[src/serial_tx_pkg.sv]
package serial_tx_pkg;
   localparam int FIFO_DEPTH = 256;
   localparam int ENTRY_BITS = 14;
   localparam int HALF_LEVEL = 128;
   localparam int COUNT_BITS = 9;
   localparam int LFSR_BITS = 9;
   localparam logic [8:0] LFSR_SEED = 9'h1ff;

   // register byte addresses on the bus
   localparam logic [3:0] CTRL_ADDR = 4'h0;
   localparam logic [3:0] STATUS_ADDR = 4'h4;

   // control register field positions
   localparam int CTRL_BUFFER_BYPASS_N = 0;
   localparam int CTRL_ENCODER_BYPASS_N = 1;
   localparam int CTRL_WIDTH = 2;
   localparam int CTRL_SPEED = 3;
   localparam int CTRL_RANGE = 4;
   localparam int CTRL_LOOPBACK = 5;
   localparam int CTRL_CASCADE = 6;
   localparam int CTRL_SELFTEST_N = 7;
   localparam logic [7:0] CTRL_RESET = 8'h87;

   // status register field positions
   localparam int STAT_COUNT = 0;
   localparam int STAT_EMPTY = 9;
   localparam int STAT_HALF = 10;
   localparam int STAT_FULL = 11;
   localparam int STAT_MULT = 12;
   localparam int STAT_STATE = 20;

   // character lengths in bits
   localparam logic [3:0] SHORT_CHAR = 4'ha;
   localparam logic [3:0] LONG_CHAR = 4'hc;

   // sync characters, already in transmit order
   localparam logic [9:0] SYNC_SHORT = 10'h311;
   localparam logic [11:0] SYNC_LONG = 12'h9a6;

   typedef struct packed {
      logic sc;
      logic [1:0] cmd;
      logic [9:0] data;
   } charIn_t;

   typedef enum logic [1:0] {
      FILL,
      SEND,
      SELFTEST
   } txState_t;
endpackage

[src/serial_tx_fifo_encoder.sv]
module serial_tx_fifo_encoder #(
   parameter int DEPTH = serial_tx_pkg::FIFO_DEPTH
) (
   input wire logic clock,
   input wire logic reset,
   input wire logic wb_cyc_i,
   input wire logic wb_stb_i,
   input wire logic wb_we_i,
   input wire logic [3:0] wb_adr_i,
   input wire logic [3:0] wb_sel_i,
   input wire logic [31:0] wb_dat_i,
   output logic [31:0] wb_dat_o,
   output logic wb_ack_o,
   input wire logic hostWriteClock,
   input wire logic chipEnableN,
   input wire logic txWriteEnable,
   input wire serial_tx_pkg::charIn_t txIn,
   output logic txBufferEmptyFlag,
   output logic txBufferHalfFlag,
   output logic txBufferFullFlag,
   output logic serialOutPrimary,
   output logic serialOutSecondary,
   output logic loopbackStream
);
   import serial_tx_pkg::*;

   logic [7:0] ctrl;
   logic bufferBypassN, encoderBypassN, charWidthSelect, speedBandSelect;
   logic refclkRangeSelect, loopbackSelect, cascadeModeSelect, txSelftestEnableN;
   assign bufferBypassN = ctrl[CTRL_BUFFER_BYPASS_N];
   assign encoderBypassN = ctrl[CTRL_ENCODER_BYPASS_N];
   assign charWidthSelect = ctrl[CTRL_WIDTH];
   assign speedBandSelect = ctrl[CTRL_SPEED];
   assign refclkRangeSelect = ctrl[CTRL_RANGE];
   assign loopbackSelect = ctrl[CTRL_LOOPBACK];
   assign cascadeModeSelect = ctrl[CTRL_CASCADE];
   assign txSelftestEnableN = ctrl[CTRL_SELFTEST_N];

   // 4B/5B symbol for a data nibble
   function automatic logic [4:0] sym5(input logic [3:0] n);
      case (n)
         4'h0: sym5 = 5'h1e;
         4'h1: sym5 = 5'h09;
         4'h2: sym5 = 5'h14;
         4'h3: sym5 = 5'h15;
         4'h4: sym5 = 5'h0a;
         4'h5: sym5 = 5'h0b;
         4'h6: sym5 = 5'h0e;
         4'h7: sym5 = 5'h0f;
         4'h8: sym5 = 5'h12;
         4'h9: sym5 = 5'h13;
         4'ha: sym5 = 5'h16;
         4'hb: sym5 = 5'h17;
         4'hc: sym5 = 5'h1a;
         4'hd: sym5 = 5'h1b;
         4'he: sym5 = 5'h1c;
         default: sym5 = 5'h1d;
      endcase
   endfunction

   // command pairs of J K T R S Q H I symbols, Q and H being violations
   function automatic logic [9:0] cmd10(input logic [3:0] c);
      case (c)
         4'h0: cmd10 = 10'h311;
         4'h1: cmd10 = 10'h3ff;
         4'h2: cmd10 = 10'h1ad;
         4'h3: cmd10 = 10'h1b9;
         4'h4: cmd10 = 10'h3e4;
         4'h5: cmd10 = 10'h1a7;
         4'h6: cmd10 = 10'h327;
         4'h7: cmd10 = 10'h339;
         4'h8: cmd10 = 10'h084;
         4'h9: cmd10 = 10'h09f;
         4'ha: cmd10 = 10'h080;
         4'hb: cmd10 = 10'h0e7;
         4'hc: cmd10 = 10'h0f9;
         4'hd: cmd10 = 10'h004;
         4'he: cmd10 = 10'h01f;
         default: cmd10 = 10'h000;
      endcase
   endfunction

   // 5B/6B: data gets an odd-parity bit on top so no symbol is all zeros
   function automatic logic [5:0] sym6(input logic [4:0] d);
      sym6 = {~^d, d};
   endfunction

   function automatic logic [11:0] cmd12(input logic [1:0] c);
      case (c)
         2'h0: cmd12 = 12'h65a;
         2'h1: cmd12 = 12'h3cf;
         2'h2: cmd12 = 12'h000;
         default: cmd12 = 12'hfff;
      endcase
   endfunction

   // the code tables list the first bit sent as MSB; the shifter sends LSB first
   function automatic logic [11:0] reverse(input logic [11:0] v, input logic long);
      logic [11:0] r;
      r = '0;
      for (int i = 0; i < 12; i++) begin
         r[i] = long ? v[11 - i] : (i < 10 ? v[9 - i] : 1'b0);
      end
      return r;
   endfunction

   function automatic logic [11:0] encodeChar(input charIn_t c, input logic wide8,
         input logic bypassN);
      logic [11:0] v;
      v = '0;
      if (!bypassN) begin
         // pre-encoded characters pass untouched; 12-bit order ends 10 then 11
         v = wide8 ? {2'b00, c.data} : {c.cmd, c.data};
      end else if (wide8) begin
         if (c.sc) begin
            // data bit 8 is the top command bit, data bit 9 the next one
            v = reverse({2'b00, cmd10({c.data[8], c.data[9], c.cmd})}, 1'b0);
         end else begin
            v = reverse({2'b00, sym5(c.data[7:4]), sym5(c.data[3:0])}, 1'b0);
         end
      end else begin
         if (c.sc) begin
            v = reverse(cmd12(c.cmd), 1'b1);
         end else begin
            v = reverse({sym6(c.data[8:4]), sym6({c.data[9], c.data[3:0]})}, 1'b1);
         end
      end
      return v;
   endfunction

   // bit clock ratio to the reference clock, in tenths
   function automatic logic [7:0] ratio(input logic spd, input logic rng, input logic wide8);
      logic [7:0] r;
      if (spd == rng) begin
         r = 8'h32;
      end else if (spd) begin
         r = 8'h64;
      end else begin
         r = 8'h19;
      end
      return wide8 ? r : 8'((r * 6) / 5);
   endfunction

   // bus slave
   logic busHit;
   logic [31:0] statusWord;
   txState_t state;
   logic [COUNT_BITS-1:0] count;
   logic emptyLvl, halfLvl, fullLvl;
   assign busHit = wb_cyc_i && wb_stb_i && !wb_ack_o;

   always_ff @(posedge clock) begin
      if (reset) begin
         wb_ack_o <= 1'b0;
      end else begin
         wb_ack_o <= busHit;
      end
   end

   always_ff @(posedge clock) begin
      if (reset) begin
         ctrl <= CTRL_RESET;
      end else if (busHit && wb_we_i && wb_adr_i == CTRL_ADDR && wb_sel_i[0]) begin
         ctrl <= wb_dat_i[7:0];
      end
   end

   always_comb begin
      statusWord = '0;
      statusWord[STAT_COUNT +: COUNT_BITS] = count;
      statusWord[STAT_EMPTY] = emptyLvl;
      statusWord[STAT_HALF] = halfLvl;
      statusWord[STAT_FULL] = fullLvl;
      statusWord[STAT_MULT +: 8] = ratio(speedBandSelect, refclkRangeSelect,
            charWidthSelect);
      statusWord[STAT_STATE +: 2] = state;
   end

   always_ff @(posedge clock) begin
      if (reset) begin
         wb_dat_o <= '0;
      end else if (busHit && !wb_we_i) begin
         case (wb_adr_i)
            CTRL_ADDR: wb_dat_o <= {24'h000000, ctrl};
            STATUS_ADDR: wb_dat_o <= statusWord;
            default: wb_dat_o <= '0;
         endcase
      end
   end

   // write side
   // host clock is a plain synchronous input; its rising edge marks a host cycle
   logic hostClockPrev, hostEdge, writeSlot;
   logic enAsserted, selected, writeCond, delayedCond, writeNow;
   logic [ENTRY_BITS-1:0] mem [DEPTH];
   logic [7:0] wrPtr, rdPtr;
   logic readNow;
   charIn_t inputReg;
   logic inputValid;

   always_ff @(posedge clock) begin
      if (reset) begin
         hostClockPrev <= 1'b0;
      end else begin
         hostClockPrev <= hostWriteClock;
      end
   end
   assign hostEdge = hostWriteClock && !hostClockPrev;
   // buffer off: every reference clock is a write slot
   assign writeSlot = bufferBypassN ? hostEdge : 1'b1;

   assign enAsserted = cascadeModeSelect ? txWriteEnable : !txWriteEnable;
   assign writeCond = enAsserted && (selected || !chipEnableN);

   always_ff @(posedge clock) begin
      if (reset) begin
         selected <= 1'b0;
         delayedCond <= 1'b0;
      end else if (writeSlot) begin
         selected <= writeCond;
         delayedCond <= writeCond;
      end
   end

   // cascade timing writes the data that arrives one cycle after the enable
   // the flag lags one host slot, so the live count guards the last entry
   assign writeNow = writeSlot && (cascadeModeSelect ? delayedCond : writeCond)
         && !(bufferBypassN && count >= COUNT_BITS'(DEPTH));

   always_ff @(posedge clock) begin
      if (reset) begin
         wrPtr <= '0;
      end else if (writeNow && bufferBypassN) begin
         wrPtr <= wrPtr + 8'h01;
      end
   end

   always_ff @(posedge clock) begin
      if (writeNow && bufferBypassN) begin
         mem[wrPtr] <= {1'b0, txIn};
      end
   end

   // direct path when the buffer is off; a fresh capture beats consumption
   always_ff @(posedge clock) begin
      if (reset) begin
         inputReg <= '0;
         inputValid <= 1'b0;
      end else if (writeNow && !bufferBypassN) begin
         inputReg <= txIn;
         inputValid <= 1'b1;
      end else if (readNow && !bufferBypassN) begin
         inputValid <= 1'b0;
      end
   end

   always_ff @(posedge clock) begin
      if (reset || !bufferBypassN) begin
         count <= '0;
      end else begin
         count <= count + COUNT_BITS'(writeNow) - COUNT_BITS'(readNow);
      end
   end

   // with the buffer on, flags only move on host edges, so a stalled host clock freezes them
   always_ff @(posedge clock) begin
      if (reset) begin
         emptyLvl <= 1'b1;
         halfLvl <= 1'b0;
         fullLvl <= 1'b0;
      end else if (writeSlot) begin
         emptyLvl <= count == '0;
         halfLvl <= count >= COUNT_BITS'(HALF_LEVEL);
         fullLvl <= count >= COUNT_BITS'(DEPTH);
      end
   end

   assign txBufferEmptyFlag = cascadeModeSelect ? emptyLvl : !emptyLvl;
   assign txBufferFullFlag = cascadeModeSelect ? fullLvl : !fullLvl;
   assign txBufferHalfFlag = halfLvl;

   // control, holding register, shifter
   logic [3:0] bitCount, charLen;
   logic charTick;
   charIn_t holding, fifoOut;
   logic [LFSR_BITS-1:0] lfsr;
   logic [11:0] shifter;
   logic nrzi, haveData;

   assign charLen = charWidthSelect ? SHORT_CHAR : LONG_CHAR;
   // load instant depends on this free counter and the width select alone
   assign charTick = bitCount == charLen - 4'h1;

   always_ff @(posedge clock) begin
      if (reset || charTick) begin
         bitCount <= '0;
      end else begin
         bitCount <= bitCount + 4'h1;
      end
   end

   assign fifoOut = charIn_t'(mem[rdPtr][ENTRY_BITS-2:0]);
   assign haveData = bufferBypassN ? count != '0 : inputValid;
   // self-test stops reads at once, so no entry is dropped while the lfsr runs
   assign readNow = charTick && txSelftestEnableN && state != SELFTEST && haveData;

   always_ff @(posedge clock) begin
      if (reset) begin
         rdPtr <= '0;
      end else if (readNow && bufferBypassN) begin
         rdPtr <= rdPtr + 8'h01;
      end
   end

   always_ff @(posedge clock) begin
      if (reset) begin
         state <= FILL;
      end else if (charTick) begin
         case (state)
            FILL, SEND: begin
               if (!txSelftestEnableN) begin
                  state <= SELFTEST;
               end else begin
                  state <= haveData ? SEND : FILL;
               end
            end
            SELFTEST: state <= txSelftestEnableN ? FILL : SELFTEST;
            default: state <= FILL;
         endcase
      end
   end

   // x^9 + x^5 + 1 gives the 511-step cycle
   always_ff @(posedge clock) begin
      if (reset || txSelftestEnableN) begin
         lfsr <= LFSR_SEED;
      end else if (charTick) begin
         lfsr <= {lfsr[7:0], lfsr[8] ^ lfsr[4]};
      end
   end

   always_ff @(posedge clock) begin
      if (reset) begin
         holding <= '0;
      end else if (charTick) begin
         if (!txSelftestEnableN) begin
            holding <= '{sc: lfsr[8], cmd: lfsr[1:0], data: {lfsr[1:0], lfsr[7:0]}};
         end else if (readNow) begin
            holding <= bufferBypassN ? fifoOut : inputReg;
         end else begin
            holding <= '{sc: 1'b1, cmd: 2'b00, data: 10'h000};
         end
      end
   end

   // the holding value is valid one character after it loads
   logic holdingIsSync;
   always_ff @(posedge clock) begin
      if (reset) begin
         holdingIsSync <= 1'b1;
      end else if (charTick) begin
         holdingIsSync <= txSelftestEnableN && !readNow;
      end
   end

   always_ff @(posedge clock) begin
      if (reset) begin
         shifter <= '0;
      end else if (charTick) begin
         if (holdingIsSync) begin
            shifter <= charWidthSelect ? {2'b00, SYNC_SHORT} : SYNC_LONG;
         end else begin
            shifter <= encodeChar(holding, charWidthSelect, encoderBypassN);
         end
      end else begin
         shifter <= {1'b0, shifter[11:1]};
      end
   end

   always_ff @(posedge clock) begin
      if (reset) begin
         nrzi <= 1'b0;
      end else if (shifter[0]) begin
         nrzi <= !nrzi;
      end
   end

   assign serialOutPrimary = nrzi;
   // in loopback the secondary line idles so the far end sees no traffic
   assign serialOutSecondary = loopbackSelect ? 1'b0 : nrzi;
   assign loopbackStream = loopbackSelect ? nrzi : 1'b0;
endmodule

[config.mk]
export PLATFORM = sky130hd
export DESIGN_NAME = serial_tx_fifo_encoder
export DESIGN_NICKNAME = d
export VERILOG_FILES = /design/src/serial_tx_pkg.sv /design/src/serial_tx_fifo_encoder.sv
export SDC_FILE = /design/constraint.sdc
export NUM_CORES = 2
export LEC_CHECK = 0
export ABC_AREA = 0
export BUFFER_PORTS_ARGS = -buffer_cell sky130_fd_sc_hd__buf_4
export CORE_MARGIN = 4
export CORE_UTILIZATION = 45
export CTS_BUF_LIST = sky130_fd_sc_hd__clkbuf_4 sky130_fd_sc_hd__clkbuf_8
export CTS_CLUSTER_DIAMETER = 50
export DETAILED_ROUTE_END_ITERATION = 12
export PLACE_DENSITY_LB_ADDON = 0.1
export SLEW_MARGIN = 0
export SYNTH_ARGS = -nofsm -noshare
export SYNTH_HDL_FRONTEND = slang
export SYNTH_SLANG_ARGS = --single-unit
[constraint.sdc]
create_clock -name clock -period 11.6 [get_ports clock]
set_input_delay 1.16 -clock clock [delete_from_list [all_inputs] [get_ports clock]]
set_output_delay 1.16 -clock clock [all_outputs]
set_load 0.01 [all_outputs]
; After elaboration in Yosys (flattened, before gate mapping)
; Memory sizes are Yosys's and may differ from the RTL's. A register that Yosys moved wholly into a read port is not among the register bits.
; Index checks and enable logic that the tools add are counted.
[classes]
bitwise_logic = 2
magnitude_cmp = 2
n_div = 1
n_mul = 1
eq_ne = 8
addsub = 6
muxes = 41
n_reduce_logical = 44
shift = 0
[op_table]
columns = op, n
row1 = $mux W12, 6
row2 = $pmux W22 S2, 1
row3 = $mux W13, 3
row4 = $pmux W12 S3, 1
row5 = $div A11 B3 Y32 const B, 1
row6 = $mux W4, 6
row7 = $mux W8, 3
row8 = $logic_and A1 B1 Y1, 19
row9 = $add A8 B1 Y8 const B, 2
row10 = $mux W7, 2
row11 = $mux W1, 13
row12 = $logic_not A1 Y1, 11
row13 = $mux W11, 1
row14 = $mul A8 B2 Y10 const B, 1
row15 = $mux W10, 1
row16 = $reduce_xnor A5 Y1, 2
row17 = $add A9 B1 Y9, 1
row18 = $ge A9 B8 Y1 const B, 1
row19 = $ge A9 B9 Y1 const B, 1
row20 = $logic_not A9 Y1, 1
row21 = $reduce_bool A9 Y1, 1
row22 = $sub A9 B1 Y9, 1
row23 = $add A4 B1 Y4 const B, 1
row24 = $eq A2 B1 Y1 const B, 2
row25 = other kinds (16), 23
[totals]
wordCells = 134
reg_bits = 127
latchBits = 0
n_memories = 4
ram_bits = 3328
rom_bits = 320
[memory_table]
columns = name, depth, word_bits, rd, rd_clocked_by_memory_dff, write_ports, line
row1 = mem, 256, 13, 1, 1, 1, serial_tx_fifo_encoder.sv:195  ; logic [ENTRY_BITS-1:0] mem [DEPTH];
row2 = (no name shown), 16, 10, 1, 1, 0, serial_tx_fifo_encoder.sv:63  ; case (c)
row3 = (no name shown), 16, 5, 1, 1, 0, serial_tx_fifo_encoder.sv:41  ; case (n)
row4 = (no name shown), 16, 5, 1, 1, 0, serial_tx_fifo_encoder.sv:41

; Longest topological paths before layout
[logic_depth]
depth_word = 10
depth_mapped = 21
mapped_depth_nobuf = 21

; Least setup slack after synthesis
; OpenSTA, ideal clock, no wires.
[synth_path]
kind = input to register
from = input chipEnableN
to = register count[8]
setup_slack_ns = 7.403
t_arrival_ns = 4.126
cell_stages = 19
t_required_ns = 11.528
setup_ns = 0.072
n_path_buf = 1
path_cell_list = nor2_1 -> o22ai_1 -> nor2_1 -> clkbuf_1 -> nor2_1 -> ha_1 -> inv_1 -> ha_1 -> inv_1 -> fa_1 -> inv_1 -> a21oi_1 -> nor2_1 -> o21ai_0 -> a21oi_1 -> o21ai_0 -> a21oi_1 -> or3_1 -> a21oi_1
[synth_via]
elab_chain_len = 8
[synth_lines]
columns = element, line
row1 = start: declaration, serial_tx_fifo_encoder.sv:15  ; input wire logic chipEnableN,
row2 = $logic_not A1 Y1, serial_tx_fifo_encoder.sv:213  ; assign writeCond = enAsserted && (selected || !chipEnableN);
row3 = $logic_or A1 B1 Y1, serial_tx_fifo_encoder.sv:213
row4 = $logic_and A1 B1 Y1, serial_tx_fifo_encoder.sv:213
row5 = $mux W1, serial_tx_fifo_encoder.sv:227  ; assign writeNow = writeSlot && (cascadeModeSelect ? delayedCond : writeCond)
row6 = $logic_and A1 B1 Y1, serial_tx_fifo_encoder.sv:227
row7 = $logic_and A1 B1 Y1, serial_tx_fifo_encoder.sv:228  ; && !(bufferBypassN && count >= COUNT_BITS'(DEPTH));
row8 = $add A9 B1 Y9, serial_tx_fifo_encoder.sv:261  ; count <= count + COUNT_BITS'(writeNow) - COUNT_BITS'(readNow);
row9 = $sub A9 B1 Y9, serial_tx_fifo_encoder.sv:261
row10 = end signal: assignment, serial_tx_fifo_encoder.sv:261
row11 = end: declaration, serial_tx_fifo_encoder.sv:148  ; logic [COUNT_BITS-1:0] count;
; No other way between the ends.
; A chain may end at the register's enable or synchronous reset.

==> impl_metrics.ini <==
[status]
status = finished, violations left
violations = capacitance limit, slew limit

[grt]
grt_use_total_pct = 25.4
antenna_found_initial = 27
grt_pass1_wl_um = 551000
grt_pass1_vias = 69400
grt.overflow.total = 0
grt_max_degree = 140

[clock_network]
tritoncts.num_buffers = 587
cts_resized = 0
post_cts_buffers = 0
ctsHoldBuffers = 0
clock_sinks = 3473
cts_tree = done
insertion_delay_ns = 1.18
clk_pin_slew_ns = 0.06
cts.path.max_buffers = 4
cts_root_buf = clkbuf_8
htree_levels = 6

[synthesis]
synth_ff_type = edfxtp_1
yosys.area.top_type_share_pct = 73.8
ys_ff_latch = 3473
synth_top_cell_by_area = edfxtp_1
ys.warnings.count = 0
async_flop_share_pct = 0
synth.cell_area_um2 = 135000
synthesis.instances = 6339
seq_area_frac_synth_pct = 76.0
synth_edf_count = 3328
synth_area_leaders = edfxtp_1 (74%), mux4_2 (15%), dfxtp_1 (2.1%)
avgSynthCellArea_um2 = 21.4
yosys.cell_types.count = 85

[min_path]
hold_path.class = in -> reg

[power_and_ir_drop]
p_seq_share_pct = 55.2
pwr-share-comb_pct = 1.6
p_int_mw = 19.5
p_per_area_nw_per_um2 = 163
p_sw_share_pct = 21.7
clkPwrFrac_pct = 43.2
p_switching_mw = 5.41
p_leak_nw = 47.4
ir_worst_vdd_v = 0.000117

[sta]
final_max_slew_viol_count = 8
tightest_slew_ns = 1.53
max_freq_mhz = 151
period_share_pct = 56.9
worst_slack_ns = 5.00
skew_ns = 0.0533
hold_violations = 0
relSlewSlack_pct = -2.33
setup_tns_ns = 0
grt_setup_unrepaired = false
period_needed_ns = 6.60
setup_viol = 0

[drt]
met2_length_um = 183000
wl_per_cell_um = 34.6
wl_met3_um = 33700
top_layer_used = met5
viasPerCell = 6.04
m1WireLength_um = 166000
drtIter0Drc = 8555
drcViolationCount = 0
antenna_left = 0
dr.pass1.iters = 6
wirelength_um = 395000
route.vias.total = 68900

[setup_path]
endpoint_kind = flop
crit_path_cell_trace = buf_4, buf_4, buf_4, mux4_2, mux2i_1, o221ai_1, a31oi_1, a22oi_1, a31oi_1, inv_1, ha_1, or4_1, o31a_1, o21ai_1
worstSetupPathType = reg -> reg
cp-start-kind = flop
slowest_delay_ns = 0.82
critical_path_required_ns = 12.68
worstPathMaxFanout = 39
crit_arrival_ns = 7.68
crit_path_frequent_cell = buf_4
cp_slowest_cell = a31oi_1

[floorplanning]
dieArea_um2 = 310000
coreArea_um2 = 300000
io_pins = 100
fp-row-count = 201
start_util_pct = 45.2
die_height_um = 557
fp.dieW_um = 557

[cells_and_area]
stdcell_count = 11400
area_delta_synth_final_pct = 13.1
final_cell_mix = edfxtp_1 (3328), mux4_2 (919), clkbuf_8 (601)
final_util_pct = 51.1
nFillCells = 24000
final_common_cell = edfxtp_1
fin_nets = 7092
drive_above_1_share_pct = 32.0

[place]
gp_congestion = 0.860
port_buffers = 62
post-place-ws_ns = 5.04
placed_cells = 10400
dp_hpwl_um = 234000

[flow_run]
cap_violations = 1
kinds of logic after synthesis:
kind of cell / synth area share (%)
multiplexers: 16.8
XOR/XNOR: 0.226
adder cells (fa/ha/maj): 0.375
buffers and inverters: 1.80
AO/OA/AOI/OAI: 2.22
AND/OR/NAND/NOR: 2.58
flip-flops: 76.0
other: 0.00277
registers in the layout, indices dropped and copies added, names as in the netlist, 8 cells and up, named ones only:
name,count
inputReg,13
ctrl,8
mem,3328
lfsr,9
rdPtr,8
wrPtr,8
holding,13
shifter,12
wb_dat_o,22
count,9
cells in the mapped netlist (12+ instances only):
library cell / instances
a2111oi_0: 13
a211oi_1: 22
a21oi_1: 92
a22oi_1: 37
a31oi_1: 17
and2_1: 16
and3_1: 12
buf_1: 28
buf_2: 95
buf_4: 59
buf_6: 39
clkbuf_1: 130
dfxtp_1: 145
edfxtp_1: 3328
ha_1: 39
inv_1: 43
mux2_2: 40
mux2i_1: 164
mux4_2: 919
nand2_1: 193
nand2b_1: 13
nand3_1: 64
nand4_1: 12
nor2_1: 420
nor2b_1: 19
nor3_1: 34
o211ai_1: 24
o21ai_0: 45
o221ai_1: 46
o22ai_1: 39
xnor2_1: 21
xor2_1: 14
final cells by class:
| class | instances | area [um2] | share of cell area, % |
|---|---|---|---|
| Inverter | 49 | 198 | 0.129 |
| Antenna cell | 13 | 32.5 | 0.0212 |
| Timing Repair Buffer | 423 | 3360 | 2.19 |
| Tap cell | 3958 | 4950 | 3.23 |
| Clock buffer | 796 | 9670 | 6.31 |
| Multi-Input combinational cell | 2457 | 30300 | 19.8 |
| Clock inverter | 241 | 1770 | 1.15 |
| Sequential cell | 3473 | 103000 | 67.1 |
power by group through the flow:
stage	logic (mW)	registers, mW	clock network, mW
2_1_floorplan	0.125	14.0	0
3_3_place_gp	0.384	14.0	0
3_5_place_dp	0.402	14.0	0
4_1_cts	0.403	13.8	11.0
5_1_grt	0.435	13.8	11.6
6_report	0.398	13.8	10.8
per-stage QoR:
stage / hold WS, ns / power [mW] / cell area [um2]
floorplan: 0.416 / 14.1 / 135000
global placement: 0.429 / 14.4 / 142000
detailed placement: 0.433 / 14.4 / 142000
CTS: 0.112 / 25.2 / 153000
global route: 0.157 / 25.8 / 153000
finish: 0.226 / 24.9 / 153000
metal layers:
metal,up-vias,track usage [%]
met5,-,0
met4,2,7.69
met3,601,5.36
met2,3123,38.9
met1,37400,36.9
li1,27800,-
final timing paths:
path                      to  cells after the start        start  slack [ns]
setup / recovery        flop                     14         flop        5.00
hold / removal       ctrl[1]                      3  wb_dat_i[1]        0.23
setup reg to reg        flop                     14         flop        5.00
hold reg to reg   shifter[7]                      2   shifter[8]        0.44
critical path, delay by kind of cell, from the launching register on:
family / cells / cell delay, ns
adders and majority gates: 1 / 0.26
and+or+nand+nor: 1 / 0.51
muxes: 2 / 0.56
buffers and inverters: 4 / 2.09
DFF: 1 / 0.70
AOI/OAI and AO/OA: 6 / 2.24
Power figures use the tool's default switching activity.
